--- config.mk ---
export PLATFORM = sky130hd
export DESIGN_NAME = local_switch_bank
export DESIGN_NICKNAME = d
export VERILOG_FILES = /design/src/lcs_pkg.sv /design/src/local_switch_bank.sv /design/src/retained_store.sv
export SDC_FILE = /design/constraint.sdc
export NUM_CORES = 1
export LEC_CHECK = 0
export ABC_AREA = 1
export BUFFER_PORTS_ARGS = -buffer_cell sky130_fd_sc_hd__buf_2
export CAP_MARGIN = 30
export CORE_MARGIN = 3
export CORE_UTILIZATION = 50
export CTS_BUF_LIST = sky130_fd_sc_hd__clkbuf_2 sky130_fd_sc_hd__clkbuf_4 sky130_fd_sc_hd__clkbuf_8
export DETAILED_ROUTE_END_ITERATION = 12
export PLACE_DENSITY_LB_ADDON = 0.2
export SLEW_MARGIN = 15
export SYNTH_ARGS = -nofsm -noshare
export SYNTH_HDL_FRONTEND = slang
export SYNTH_HIERARCHICAL = 1
export SYNTH_SLANG_ARGS = --single-unit
export TNS_END_PERCENT = 10
--- constraint.sdc ---
create_clock -name pclk -period 1.5 [get_ports pclk]
set_input_delay 0.3 -clock pclk [delete_from_list [all_inputs] [get_ports pclk]]
set_output_delay 0.3 -clock pclk [all_outputs]
set_load 0.005 [all_outputs]
--- src/lcs_pkg.sv ---
package lcs_pkg;

  // ----------------------------------------------------------------
  // switch bank shape and label layout
  // ----------------------------------------------------------------
  localparam int NUM_SW    = 16;
  localparam int LBL_W     = 4;
  localparam int LBL_NAME  = 0;
  localparam int LBL_CLEAR = 1;
  localparam int LBL_SET   = 2;
  localparam int LBL_PULSE = 3;
  localparam int SW_PER_WORD = 8;

  // ----------------------------------------------------------------
  // position request codes
  // ----------------------------------------------------------------
  localparam logic [1:0] POS_NONE = 2'h0;
  localparam logic [1:0] POS_ON   = 2'h1;
  localparam logic [1:0] POS_OFF  = 2'h2;
  localparam logic [1:0] POS_MOM  = 2'h3;

  // ----------------------------------------------------------------
  // register map (byte addresses)
  // ----------------------------------------------------------------
  localparam int ADDR_W = 8;
  localparam logic [7:0] ADDR_LABEL_LO = 8'h00;
  localparam logic [7:0] ADDR_LABEL_HI = 8'h04;
  localparam logic [7:0] ADDR_COMMAND  = 8'h08;
  localparam logic [7:0] ADDR_STATE    = 8'h0C;
  localparam logic [7:0] ADDR_ENABLED  = 8'h10;
  localparam int CMD_SW_LSB  = 0;
  localparam int CMD_SW_W    = 4;
  localparam int CMD_POS_LSB = 4;
  localparam int CMD_POS_W   = 2;
  localparam logic [31:0] READ_ZERO = 32'h0000_0000;

  // ----------------------------------------------------------------
  // processing interval: a quarter of one power-system cycle
  // ----------------------------------------------------------------
  localparam int PCLK_HZ       = 40_000_000;
  localparam int LINE_HZ       = 60;
  localparam int INTERVAL_DIV  = 4;
  localparam int PROC_CYCLES_DEF = PCLK_HZ / (LINE_HZ * INTERVAL_DIV);
  localparam int TICK_W        = 18;

endpackage

--- src/local_switch_bank.sv ---
// How it works
// - sixteen identical independent switches, each driving its own local bit output
// - a position is selectable only while its label is present
// - ON holds the bit at 1, OFF holds it at 0 until changed
// - MOMENTARY gives 1 for one processing interval, then back to 0
// - ON/OFF, OFF/MOMENTARY or ON/OFF/MOMENTARY, chosen by which labels exist
// - the name label only identifies the switch, never drives the bit
// - all labels cleared means disabled, bit fixed at 0
// - held bit states survive power loss and come back after power-up
// - bit states survive any label change that leaves the switch enabled
// - reconfiguring labels never interrupts driving of the local bits
// - a switch whose labels are cleared is forced to 0
// - a switch newly given labels starts at 0
// - bits are refreshed once per quarter-cycle processing interval
`timescale 1ns/1ps
`default_nettype none

module local_switch_bank
  import lcs_pkg::*;
#(
  parameter int PROC_CYCLES = PROC_CYCLES_DEF
)
(
  input  wire logic                pclk,
  input  wire logic                presetn,
  input  wire logic                nv_clear_n,
  input  wire logic                psel,
  input  wire logic                penable,
  input  wire logic                pwrite,
  input  wire logic [ADDR_W-1:0]   paddr,
  input  wire logic [31:0]         pwdata,
  output logic      [31:0]         prdata,
  output logic                     pready,
  output logic                     pslverr,
  output logic      [NUM_SW-1:0]   local_bit
);

  // ----------------------------------------------------------------
  // declarations
  // ----------------------------------------------------------------
  logic [NUM_SW*LBL_W-1:0] label_q;
  logic [NUM_SW-1:0]       bits_q;
  logic [NUM_SW-1:0]       local_bit_reg;
  logic [NUM_SW-1:0]       pulse_reg;
  logic [NUM_SW-1:0]       pend_valid_reg;
  logic [2*NUM_SW-1:0]     pend_pos_reg;
  logic [NUM_SW-1:0]       enabled;
  logic [NUM_SW-1:0]       hold_value;
  logic [TICK_W-1:0]       count_reg;
  logic                    tick_reg;
  logic                    restore_reg;
  logic                    pready_reg;
  logic                    pslverr_reg;
  logic [31:0]             prdata_reg;
  logic [31:0]             prdata_next;
  logic                    mapped;
  logic                    access;
  logic                    wr_label_lo;
  logic                    wr_label_hi;
  logic                    wr_command;
  logic [CMD_SW_W-1:0]     cmd_sw;
  logic [CMD_POS_W-1:0]    cmd_pos;

  assign local_bit = local_bit_reg;
  assign prdata    = prdata_reg;
  assign pready    = pready_reg;
  assign pslverr   = pslverr_reg;

  // ----------------------------------------------------------------
  // processing interval divider
  // ----------------------------------------------------------------
  // tick is a one-cycle enable; nothing else in the block runs slower
  always_ff @(posedge pclk or negedge presetn)
  begin
    if (!presetn)
    begin
      count_reg <= '0;
      tick_reg  <= 1'b0;
    end
    else if (count_reg == TICK_W'(PROC_CYCLES - 1))
    begin
      count_reg <= '0;
      tick_reg  <= 1'b1;
    end
    else
    begin
      count_reg <= count_reg + 1'b1;
      tick_reg  <= 1'b0;
    end
  end

  // ----------------------------------------------------------------
  // apb slave, zero wait states: answer prepared in the setup cycle
  // ----------------------------------------------------------------
  assign access      = psel && penable && pready_reg;
  assign wr_label_lo = access && pwrite && (paddr == ADDR_LABEL_LO);
  assign wr_label_hi = access && pwrite && (paddr == ADDR_LABEL_HI);
  assign wr_command  = access && pwrite && (paddr == ADDR_COMMAND);
  assign cmd_sw      = pwdata[CMD_SW_LSB +: CMD_SW_W];
  assign cmd_pos     = pwdata[CMD_POS_LSB +: CMD_POS_W];

  always_comb
  begin
    mapped      = 1'b1;
    prdata_next = READ_ZERO;
    unique case (paddr)
      ADDR_LABEL_LO: prdata_next = label_q[31:0];
      ADDR_LABEL_HI: prdata_next = label_q[63:32];
      ADDR_COMMAND:  prdata_next = READ_ZERO;
      ADDR_STATE:    prdata_next = {pend_valid_reg, local_bit_reg};
      ADDR_ENABLED:  prdata_next = {pulse_reg, enabled};
      default:       mapped = 1'b0;
    endcase
  end

  always_ff @(posedge pclk or negedge presetn)
  begin
    if (!presetn)
    begin
      pready_reg  <= 1'b0;
      pslverr_reg <= 1'b0;
      prdata_reg  <= READ_ZERO;
    end
    else if (psel && !penable)
    begin
      pready_reg  <= 1'b1;
      pslverr_reg <= !mapped;
      prdata_reg  <= (pwrite || !mapped) ? READ_ZERO : prdata_next;
    end
    else
    begin
      // cleared outside the access cycle so a stale word is never read
      // as a fresh answer
      pready_reg  <= 1'b0;
      pslverr_reg <= 1'b0;
      prdata_reg  <= READ_ZERO;
    end
  end

  // ----------------------------------------------------------------
  // power-up restore of held positions
  // ----------------------------------------------------------------
  always_ff @(posedge pclk or negedge presetn)
  begin
    if (!presetn)
      restore_reg <= 1'b1;
    else
      restore_reg <= 1'b0;
  end

  // labels live in the retained store so a power cycle keeps the types;
  // a momentary pulse is never stored, only the held ON or OFF value
  retained_store u_store (
    .pclk        (pclk),
    .nv_clear_n  (nv_clear_n),
    .label_we    ({wr_label_hi, wr_label_lo}),
    .label_wdata (pwdata),
    .bits_we     (!restore_reg),
    .bits_wdata  (hold_value),
    .label_q     (label_q),
    .bits_q      (bits_q)
  );

  // ----------------------------------------------------------------
  // per-switch logic
  // ----------------------------------------------------------------
  genvar i;
  generate
    for (i = 0; i < NUM_SW; i++)
    begin : g_sw
      logic [LBL_W-1:0] lbl;
      logic             on_ok;
      logic             off_ok;
      logic             mom_ok;
      logic [1:0]       req;

      assign lbl    = label_q[i*LBL_W +: LBL_W];
      assign enabled[i] = |lbl;
      assign on_ok  = lbl[LBL_SET];
      assign off_ok = lbl[LBL_CLEAR];
      assign mom_ok = lbl[LBL_PULSE];
      assign req    = pend_valid_reg[i] ? pend_pos_reg[2*i +: 2] : POS_NONE;
      assign hold_value[i] = local_bit_reg[i] && !pulse_reg[i];

      // a request made in the tick cycle is kept for the next interval
      always_ff @(posedge pclk or negedge presetn)
      begin
        if (!presetn)
        begin
          pend_valid_reg[i]     <= 1'b0;
          pend_pos_reg[2*i +: 2] <= POS_NONE;
        end
        else if (wr_command && cmd_sw == CMD_SW_W'(i)
                 && cmd_pos != POS_NONE)
        begin
          pend_valid_reg[i]     <= 1'b1;
          pend_pos_reg[2*i +: 2] <= cmd_pos;
        end
        else if (tick_reg)
          pend_valid_reg[i] <= 1'b0;
      end

      // disable forcing does not wait for a tick, so a cleared switch drops
      always_ff @(posedge pclk or negedge presetn)
      begin
        if (!presetn)
          local_bit_reg[i] <= 1'b0;
        else if (restore_reg)
          local_bit_reg[i] <= bits_q[i] && enabled[i];
        else if (!enabled[i])
          local_bit_reg[i] <= 1'b0;
        else if (tick_reg)
        begin
          if (req == POS_ON && on_ok)
            local_bit_reg[i] <= 1'b1;
          else if (req == POS_OFF && off_ok)
            local_bit_reg[i] <= 1'b0;
          else if (req == POS_MOM && mom_ok)
            local_bit_reg[i] <= 1'b1;
          else if (pulse_reg[i])
            local_bit_reg[i] <= 1'b0;
        end
      end

      always_ff @(posedge pclk or negedge presetn)
      begin
        if (!presetn)
          pulse_reg[i] <= 1'b0;
        else if (!enabled[i] || restore_reg)
          pulse_reg[i] <= 1'b0;
        else if (tick_reg)
          pulse_reg[i] <= (req == POS_MOM) && mom_ok;
      end
    end
  endgenerate

  // ----------------------------------------------------------------
  // checks
  // ----------------------------------------------------------------
  logic [NUM_SW-1:0] enabled_d;

  always_ff @(posedge pclk or negedge presetn)
  begin
    if (!presetn)
      enabled_d <= '0;
    else
      enabled_d <= enabled;
  end
endmodule

`default_nettype wire

--- src/retained_store.sv ---
`timescale 1ns/1ps
`default_nettype none

// battery-backed storage: presetn does not reach it, only nv_clear_n
module retained_store
  import lcs_pkg::*;
(
  input  wire logic                     pclk,
  input  wire logic                     nv_clear_n,
  input  wire logic [1:0]               label_we,
  input  wire logic [31:0]              label_wdata,
  input  wire logic                     bits_we,
  input  wire logic [NUM_SW-1:0]        bits_wdata,
  output logic      [NUM_SW*LBL_W-1:0]  label_q,
  output logic      [NUM_SW-1:0]        bits_q
);

  genvar w;
  generate
    for (w = 0; w < 2; w++)
    begin : g_word
      always_ff @(posedge pclk or negedge nv_clear_n)
      begin
        if (!nv_clear_n)
          label_q[w*32 +: 32] <= READ_ZERO;
        else if (label_we[w])
          label_q[w*32 +: 32] <= label_wdata;
      end
    end
  endgenerate

  always_ff @(posedge pclk or negedge nv_clear_n)
  begin
    if (!nv_clear_n)
      bits_q <= '0;
    else if (bits_we)
      bits_q <= bits_wdata;
  end

endmodule

`default_nettype wire

# Yosys cells after proc, flatten, opt, wreduce, memory -nomap -nowiden
# Cells that the tools add are included.
[word_totals] word_cells=597 out_inout_bits=50 in_bits=46 ff_bits=214
[classes] eq_ne=100 n_reduce_logical=238 n_mux=185 n_addsub=1
[ops] cell="two-way mux 1 bit" n=165
[ops] cell="case mux 32 bit (4 select lines)" n=1
[ops] cell="logical AND 1 bit" n=119
[ops] cell="!= test 6 x 2 -> 1 bit (second input constant)" n=16
[ops] cell="nonzero test 2 bit" n=33
[ops] cell="== test 2 bit (second input constant)" n=32
[ops] cell="two-way mux 32 bit" n=2
[ops] cell="OR reduction 4 bit" n=16
[ops] cell="!= test 3 x 1 -> 1 bit (second input constant)" n=16
[ops] cell="zero test 1 bit" n=34
[ops] cell="== test 2 x 1 -> 1 bit (second input constant)" n=16
[ops] cell="== test 4 bit (second input constant)" n=8
[ops] cell="two-way mux 2 bit" n=16
[ops] cell="AND reduction 2 bit" n=16
[ops] cell="adder 18 x 1 -> 18 bit (second input constant)" n=1
[ops] cell="== test 18 bit (second input constant)" n=1
[ops] cell="two-way mux 18 bit" n=1
[ops] cell="logical OR 1 bit" n=17
[ops] cell="== test 4 x 3 -> 1 bit (second input constant)" n=4
[ops] cell="== test 8 x 4 -> 1 bit (second input constant)" n=2
[ops] cell="== test 4 x 2 -> 1 bit (second input constant)" n=2
[ops] cell="== test 8 x 3 -> 1 bit (second input constant)" n=1
[ops] cell="== test 8 x 5 -> 1 bit (second input constant)" n=1
[ops] cell="zero test 8 bit" n=1
[ops] cell="other kinds (3)" n=3

# Depth between registers and ports, before layout
# Gate-level depths: netlist (run 1).
[logic_depth] ltp_word=9 mapped_depth=10 mapped_depth_nobuf=9

# By module
# Netlist (run 1), hierarchy kept.
[modules_own_cells] mod="local_switch_bank" area_per_inst_um2=8011.4 cells_per_inst=1188 seq_area_each_um2=3354.5 n_inst=1
[modules_own_cells] mod="retained_store" area_per_inst_um2=3155.5 cells_per_inst=340 seq_area_each_um2=2001.9 n_inst=1

# Least setup slack after synthesis (run 1)
# No wires, ideal clock.
[synth_timing] kind="flip-flop to flip-flop" start="register pready_reg (netlist: pready)" end="register u_store.label_q[55]" arrival_time_ns=1.507 path_buffers=3 required_time_ns=1.384 path_stages_with_launch=11 path_slack_ns=-0.124 period_less_slack_ns=1.624 setup_time_ns=0.116 cell_sequence="dfrtp_1 > nand2_1 > nor2_4 > buf_2 > inv_1 > nor4_1 > buf_6 > inv_8 > buf_8 > nand2_2 > nand2_1"
[synth_between] elab_chain_len=3
[synth_rtl] element="start, declared" line="local_switch_bank.sv:52" rtl="logic pready_reg;"
[synth_rtl] element="start signal, assigned" line="local_switch_bank.sv:120" rtl="pready_reg <= 1'b0;"
[synth_rtl] element="start signal, assigned" line="local_switch_bank.sv:126" rtl="pready_reg <= 1'b1;"
[synth_rtl] element="start signal, assigned" line="local_switch_bank.sv:134" rtl="pready_reg <= 1'b0;"
[synth_rtl] element="logical AND 1 bit" line="local_switch_bank.sv:95" rtl="assign access = psel && penable && pready_reg;"
[synth_rtl] element="logical AND 1 bit (2 in a row)" line="local_switch_bank.sv:97" rtl="assign wr_label_hi = access && pwrite && (paddr == ADDR_LABEL_HI);"
[synth_rtl] element="net wr_label_hi" line="local_switch_bank.sv:59" rtl="logic wr_label_hi;"
[synth_rtl] element="end signal, assigned by index" line="retained_store.sv:27" rtl="label_q[w*32 +: 32] <= label_wdata;"
[synth_rtl] element="end, declared" line="retained_store.sv:14" rtl="output logic [NUM_SW*LBL_W-1:0] label_q,"
# The timed path passes the listed nets, and every way through them passes these cells.
# A chain may end at the register's enable or synchronous reset.

# Worst setup path after layout (run 1)
[layout_timing] start="register local_bit_reg[10] (netlist: local_bit[10])" end="output port local_bit[10]"
[layout_lines] element="start, declared" line="local_switch_bank.sv:43" rtl="logic [NUM_SW-1:0] local_bit_reg;"
[layout_lines] element="start signal, assigned by index" line="local_switch_bank.sv:209" rtl="local_bit_reg[i] <= bits_q[i] && enabled[i];"
[layout_lines] element="end, declared" line="local_switch_bank.sv:35" rtl="output logic [NUM_SW-1:0] local_bit"
# No word-level cell between the ends.

==> impl_metrics.toml, run 1 <==
[logic_synthesis]
synthCells = 1528
synth.top_cell.area_share_pct = 47.73
synth_warnings = 6
synth_fa_ha_area_share_pct = 0.2241
synth_area_leader_cell = "dfrtp_1"
yosysSeqAreaShare_pct = 47.97
synth_nets = 1576
synth_top_family_by_area = "simple AND/OR/NAND/NOR gates"
yosysMostFrequentCell = "nand2_1"
yosys.area_share.simple_pct = 40.10
ys_top_cells_by_count = "nand2_1, nor2_1, dfrtp_1"
synth-xor-area-share_pct = 0.9412
syn_area_per_cell_sq_um = 7.308
yosys-mux-area-fraction_pct = 0
postSynthRegisterBits = 214
synth_area_leaders = "dfrtp_1, nand2_1, nand3_1"
synthDistinctLibCells = 34
async_reset_ff_share_pct = 100.0
synth_edf_count = 0
synth_compound_area_share_pct = 3.563
yosys_most_used_dff = "dfrtp_1"
syn_area_sq_um = 11170

[global_route]
grt_pass1_wl_microns = 54880
grt.total_usage_pct = 28.40
grt_pass1_vias = 10450
overflow = 0
grt_max_degree = 81
antenna_found_initial = 0

[routing]
drtAntennaViolNets = 0
vias = 10760
dr.pass1.iters = 6
routed_via_density = 5.412
drt_iter0_markers = 1226
wirelength_microns = 33800
route.detailed.drc = 0
routedWlPerCell_microns = 17.00

[sta]
final_max_slew_viol_count = 0
clock.fmax_mhz = 686.0
finalSetupViolations = 0
fin_worst_skew_ns = 0.02783
setup-tns-final_ns = 0
holdWs_ns = 0.03274
period_needed_ns = 1.458
fin_crit_sh_pct = 97.18
hold_viol_final = 0
rsz0062_at_grt = "yes"

[layout]
largest_reg_flops = 64
drive_gt1_share_pct = 15.34
regArea_sq_um = 5356
nets = 1733
syn2layout_area_growth_pct = 19.40
n_fill_cell = 1988
multi_input_area_sq_um = 5051
n_antenna_cell = 0

[run_status]
status = "finished, final reports clean"

[clock_tree]
clockRootBuffer = "clkbuf_8"
htreeDepth = 2
clock_sinks = 214
clkTransAtPathRegs_ns = 0.06
cts_buffer_depth = 3
cts_tree = "done"
cts_setup_buffers = 0
cts_buffers = 38
insertion_delay_ns = 0.53

[setup_path]
path_cells = "buf_2"
arrival_ns = 1.16
rrSetupSlack_ns = 0.12
crit_required_ns = 1.20
r2r-end = "count_reg[16]$_DFF_PN0_"
critPathBufInv = 1
crit_family = "flip-flops"
startpoint_type = "flop"
worst-path-max-fanout = 4
crit_slowest_cell = "dfrtp_1"
worstSetupPathType = "reg -> out"
end_kind = "primary output"
max_stage_delay_ns = 0.47
reg2reg_depth = 7
worstReg2RegStart = "count_reg[0]$_DFF_PN0_"

[placed_design]
portBuffers = 95
dp_hpwl_microns = 23260
place_congestion = 0.9204

[floorplanning]
die_w_microns = 155.4
die_area_sq_um = 24160
start_util_pct = 51.01
fp-row-count = 54
core_sq_um = 21890
die_h_microns = 155.4
io_pins = 96

[hold_path]
hold_start = "pwdata[9]"
hold_class = "in -> reg"
min_path_cells = 3
hold_path_end = "u_store/label_q[41]$_DFFE_PN0P_"

[power]
leakage_nw = 6.972
total_power_w = 0.01174
ir_drop_uv = 513.8
powerDensity_nw_per_um2 = 880.5

[job]
maxCapViolations = 0
-- per-stage QoR --
stage	area, sq um	std cells	setup slack (ns)	util, %
after floorplan	11200	1528	0.02467	-
after global placement	12310	1897	-0.03866	56.25
after detailed placement	12310	1897	-0.07346	56.25
after CTS	13330	1988	0.03743	60.87
after global routing	13330	1988	-0.02064	60.91
final	13330	1988	0.04226	60.91
-- worst max path at each step --
| stage | to | cells past startpoint | start | slack, ns |
|---|---|---|---|---|
| finish | local_bit[10] | 1 | local_bit[10]$_DFFE_PN0P_ | 0.04 |
| global route | count_reg[12]$_DFF_PN0_ | 7 | count_reg[0]$_DFF_PN0_ | -0.02 |
| CTS | local_bit[10] | 1 | local_bit[10]$_DFFE_PN0P_ | 0.04 |
| detailed placement | prdata[12]$_DFF_PN0_ | 9 | paddr[1] | -0.07 |
| global placement | prdata[30]$_DFF_PN0_ | 9 | paddr[1] | -0.04 |
| floorplan | u_store/label_q[55]$_DFFE_PN0P_ | 10 | pready$_DFF_PN0_ | 0.02 |
-- cell families after synthesis --
logic type / count (synthesis)
other: 1
AO/OA/AOI/OAI: 76
AND/OR/NAND/NOR: 1074
flip-flops: 214
XOR/XNOR: 12
adder cells (fa/ha/maj): 2
buffers and inverters: 149
-- layer usage --
metal | GRT usage (%) | routed length, microns
met2 | 45.84 | 15780
met3 | 5.730 | 2886
met1 | 38.73 | 14180
met4 | 9.087 | 950
met5 | 0 | 0
-- timing repair --
action	CTS	global route
endpoints found under the hold margin	158	0
hold buffers	28	0
endpoints found under the setup margin	0	8
resized for setup	0	3
-- placed cells by master (no fill, tap or decap), types with 7 or more instances in the layout --
cell type and instances:
nand4_1 16, clkbuf_8 43, o21ai_0 26, o21ai_1 16, buf_12 25, inv_1 82
nand3_1 179, nand2_2 18, a21oi_1 27, nor2_2 8, nor2_1 227, nor3_1 8
buf_2 93, nand2_1 596, dlygate4sd3_1 28, xor2_1 9, nand3_2 7, dfrtp_1 213
buf_4 31, clkbuf_4 15
-- cell type report --
cell class                      instances  share of cell area [%]
Timing Repair Buffer                  178                   11.18
Clock buffer                           58                   5.283
Sequential cell                       214                   40.17
Clock inverter                          5                  0.2065
Tap cell                              280                   2.628
Multi-Input combinational cell       1165                   37.88
Inverter                               88                   2.646
-- where the power goes --
group | switching [W] | total, W | internal [W] | leakage, nW
Clock | 0.00235 | 0.00532 | 0.00297 | 0.394
Combinational | 0.000399 | 0.000608 | 0.000209 | 3.69
Sequential | 0.0000166 | 0.00581 | 0.00579 | 2.89
Total | 0.00277 | 0.0117 | 0.00897 | 6.97
No activity file was read; power rests on OpenSTA's default activity.
==> run 2, diff against run 1 <==
--- a/config.mk
+++ b/config.mk
@@ -8,8 +8,10 @@
 export ABC_AREA = 1
 export BUFFER_PORTS_ARGS = -buffer_cell sky130_fd_sc_hd__buf_2
 export CAP_MARGIN = 30
+export CELL_PAD_IN_SITES_DETAIL_PLACEMENT = 0
+export CELL_PAD_IN_SITES_GLOBAL_PLACEMENT = 1
 export CORE_MARGIN = 3
-export CORE_UTILIZATION = 50
+export CORE_UTILIZATION = 41
 export CTS_BUF_LIST = sky130_fd_sc_hd__clkbuf_2 sky130_fd_sc_hd__clkbuf_4 sky130_fd_sc_hd__clkbuf_8
 export DETAILED_ROUTE_END_ITERATION = 12
 export PLACE_DENSITY_LB_ADDON = 0.2
==> run 2 against run 1 <==
Global-route usage is 3.9 points lower. Combinational power is 6.2% higher. Count of clock-buffer cells in the layout is 5 higher. Largest power group is now clock. Sequential share of layout area is 1.3 points lower. Clock skew is 0.010 ns lower. Highest routed layer unchanged.
==> impl_metrics.toml, run 2 (same netlist as run 1, synthesis figures left out) <==
[hold_path]
hold_path_end = "u_store/label_q[0]$_DFFE_PN0P_"
hold_class = "in -> reg"
hold_start = "pwdata[0]"
min_path_cells = 3

[setup_path]
crit_family = "flip-flops"
path_cells = "buf_2"
worstReg2RegStart = "pready$_DFF_PN0_"
max_stage_delay_ns = 0.45
worst-path-max-fanout = 4
worstSetupPathType = "reg -> out"
end_kind = "primary output"
startpoint_type = "flop"
crit_required_ns = 1.20
reg2reg_depth = 7
r2r-end = "u_store/label_q[46]$_DFFE_PN0P_"
crit_slowest_cell = "dfrtp_1"
arrival_ns = 1.15
critPathBufInv = 1
rrSetupSlack_ns = 0.08

[clock_tree]
clockRootBuffer = "clkbuf_8"
cts_buffers = 39
cts_buffer_depth = 3
clock_sinks = 214
cts_tree = "done"
insertion_delay_ns = 0.54
htreeDepth = 2
clkTransAtPathRegs_ns = 0.06

[floorplanning]
start_util_pct = 42.25
core_sq_um = 26430
die_h_microns = 171.0
io_pins = 96
die_w_microns = 171.0
die_area_sq_um = 29250
fp-row-count = 59

[layout]
layout_common_cells = "nand2_1, nor2_1, dfrtp_1"
syn2layout_area_growth_pct = 23.34
n_fill_cell = 2657
final_common_cell = "nand2_1"
largest_reg_flops = 64
nets = 1765
final_cell_area_sq_um = 13770
n_antenna_cell = 0
drive_gt1_share_pct = 17.36

[global_route]
grt_max_degree = 41
grt.total_usage_pct = 24.46
overflow = 0
grt_pass1_vias = 10150
antenna_found_initial = 0
grt_pass1_wl_microns = 56180

[sta]
hold_viol_final = 0
period_needed_ns = 1.447
final_max_slew_viol_count = 0
fin_worst_skew_ns = 0.01741
fin_ws_ns = 0.05337
rsz0062_at_grt = "yes"
finalSetupViolations = 0
fin_crit_sh_pct = 96.44
clock.fmax_mhz = 691.3

[routing]
drt_iter0_markers = 727
vias = 10470
routed_via_density = 5.035
route.detailed.drc = 0
drtAntennaViolNets = 0
wirelength_microns = 35230
dr.pass1.iters = 5
routedWlPerCell_microns = 16.94

[placed_design]
portBuffers = 95
place_area_sq_um = 12590
place_ws_ns = -0.1293
place_congestion = 0.8316
dp_hpwl_microns = 24430

[job]
maxCapViolations = 0

[power]
powerDensity_nw_per_um2 = 898.4
leakage_nw = 7.189
ir_drop_uv = 631.5

[run_status]
status = "finished, final reports clean"
==> run 2: changes by cell type in the layout (fill, tap and decap cells not counted), sizes merged <==
cell / change
inv: +1
clkinvlp: -1
buf: +29
clkinv: +1
dlygate4sd3: +2
clkbuf: +5
==> run 2: worst max path at each step <==
stage / startpoint / end / slack [ns] / cells after the start
2_1_floorplan: pready$_DFF_PN0_ / u_store/label_q[55]$_DFFE_PN0P_ / 0.02 / 10
3_3_place_gp: paddr[5] / prdata[2]$_DFF_PN0_ / -0.11 / 10
3_5_place_dp: paddr[5] / prdata[2]$_DFF_PN0_ / -0.13 / 10
4_1_cts: local_bit[13]$_DFFE_PN0P_ / local_bit[13] / 0.03 / 1
5_1_grt: count_reg[1]$_DFF_PN0_ / count_reg[16]$_DFF_PN0_ / -0.03 / 7
6_report: local_bit[6]$_DFFE_PN0P_ / local_bit[6] / 0.05 / 1
==> run 2: final cells by class <==
| class | instances | area (sq um) | share of cell area [%] |
|---|---|---|---|
| clock buffer | 63 | 804.5 | 5.841 |
| clock inverter | 6 | 36.28 | 0.2634 |
| inverter | 88 | 352.8 | 2.562 |
| multi-input combinational | 1165 | 5074 | 36.84 |
| sequential | 214 | 5359 | 38.91 |
| tap | 335 | 419.2 | 3.043 |
| timing repair buffer | 209 | 1728 | 12.55 |
==> run 2: per-layer routing <==
layer  track usage [%]  wire (microns)  up-vias  part of all wire [%]
met2             37.92           15440      307                    44
met1             34.76           16730     4894                    47
met5                 0               0        -                     0
li1                  -               -     5202                     -
met3             4.852            2245       70                   6.4
met4             7.593             814        0                   2.3
==> run 2: worst reg2reg max path, cell delays in order, from the launching register on <==
cell and delay [ns]:
dfrtp_1 0.37, nand2_2 0.07, nor2_4 0.17, inv_4 0.07, nor4_4 0.15, buf_4 0.34
nand2_1 0.11, nand2_1 0.07
==> run 2: report_power, final <==
group          total [W]  leakage, nW  switching, W  internal [W]
registers        0.00580         2.88     0.0000145       0.00579
logic           0.000646         3.85      0.000408      0.000238
clock network    0.00592        0.453       0.00253       0.00340
total             0.0124         7.19       0.00295       0.00943
==> run 2: repair_timing <==
| item | in CTS | in global routing |
|---|---|---|
| hold endpoints to repair | 266 | 0 |
| pin swaps | 0 | 2 |
| buffers inserted | 0 | 1 |
| hold buffers | 30 | 0 |
| resized for setup | 1 | 10 |
| setup endpoints to repair | 1 | 9 |
==> run 2: through the flow <==
stage	total power [W]	std cells	setup TNS [ns]	utilization [%]	hold slack [ns]
2_1_floorplan	0.006089	1528	0	-	0.004409
3_3_place_gp	0.006498	1980	-2.609	47.65	0.1477
3_5_place_dp	0.006500	1980	-4.400	47.65	0.1457
4_1_cts	0.01255	2079	0	51.97	0.04433
5_1_grt	0.01288	2080	-0.1531	52.12	0.06629
6_report	0.01237	2080	0	52.12	0.07534
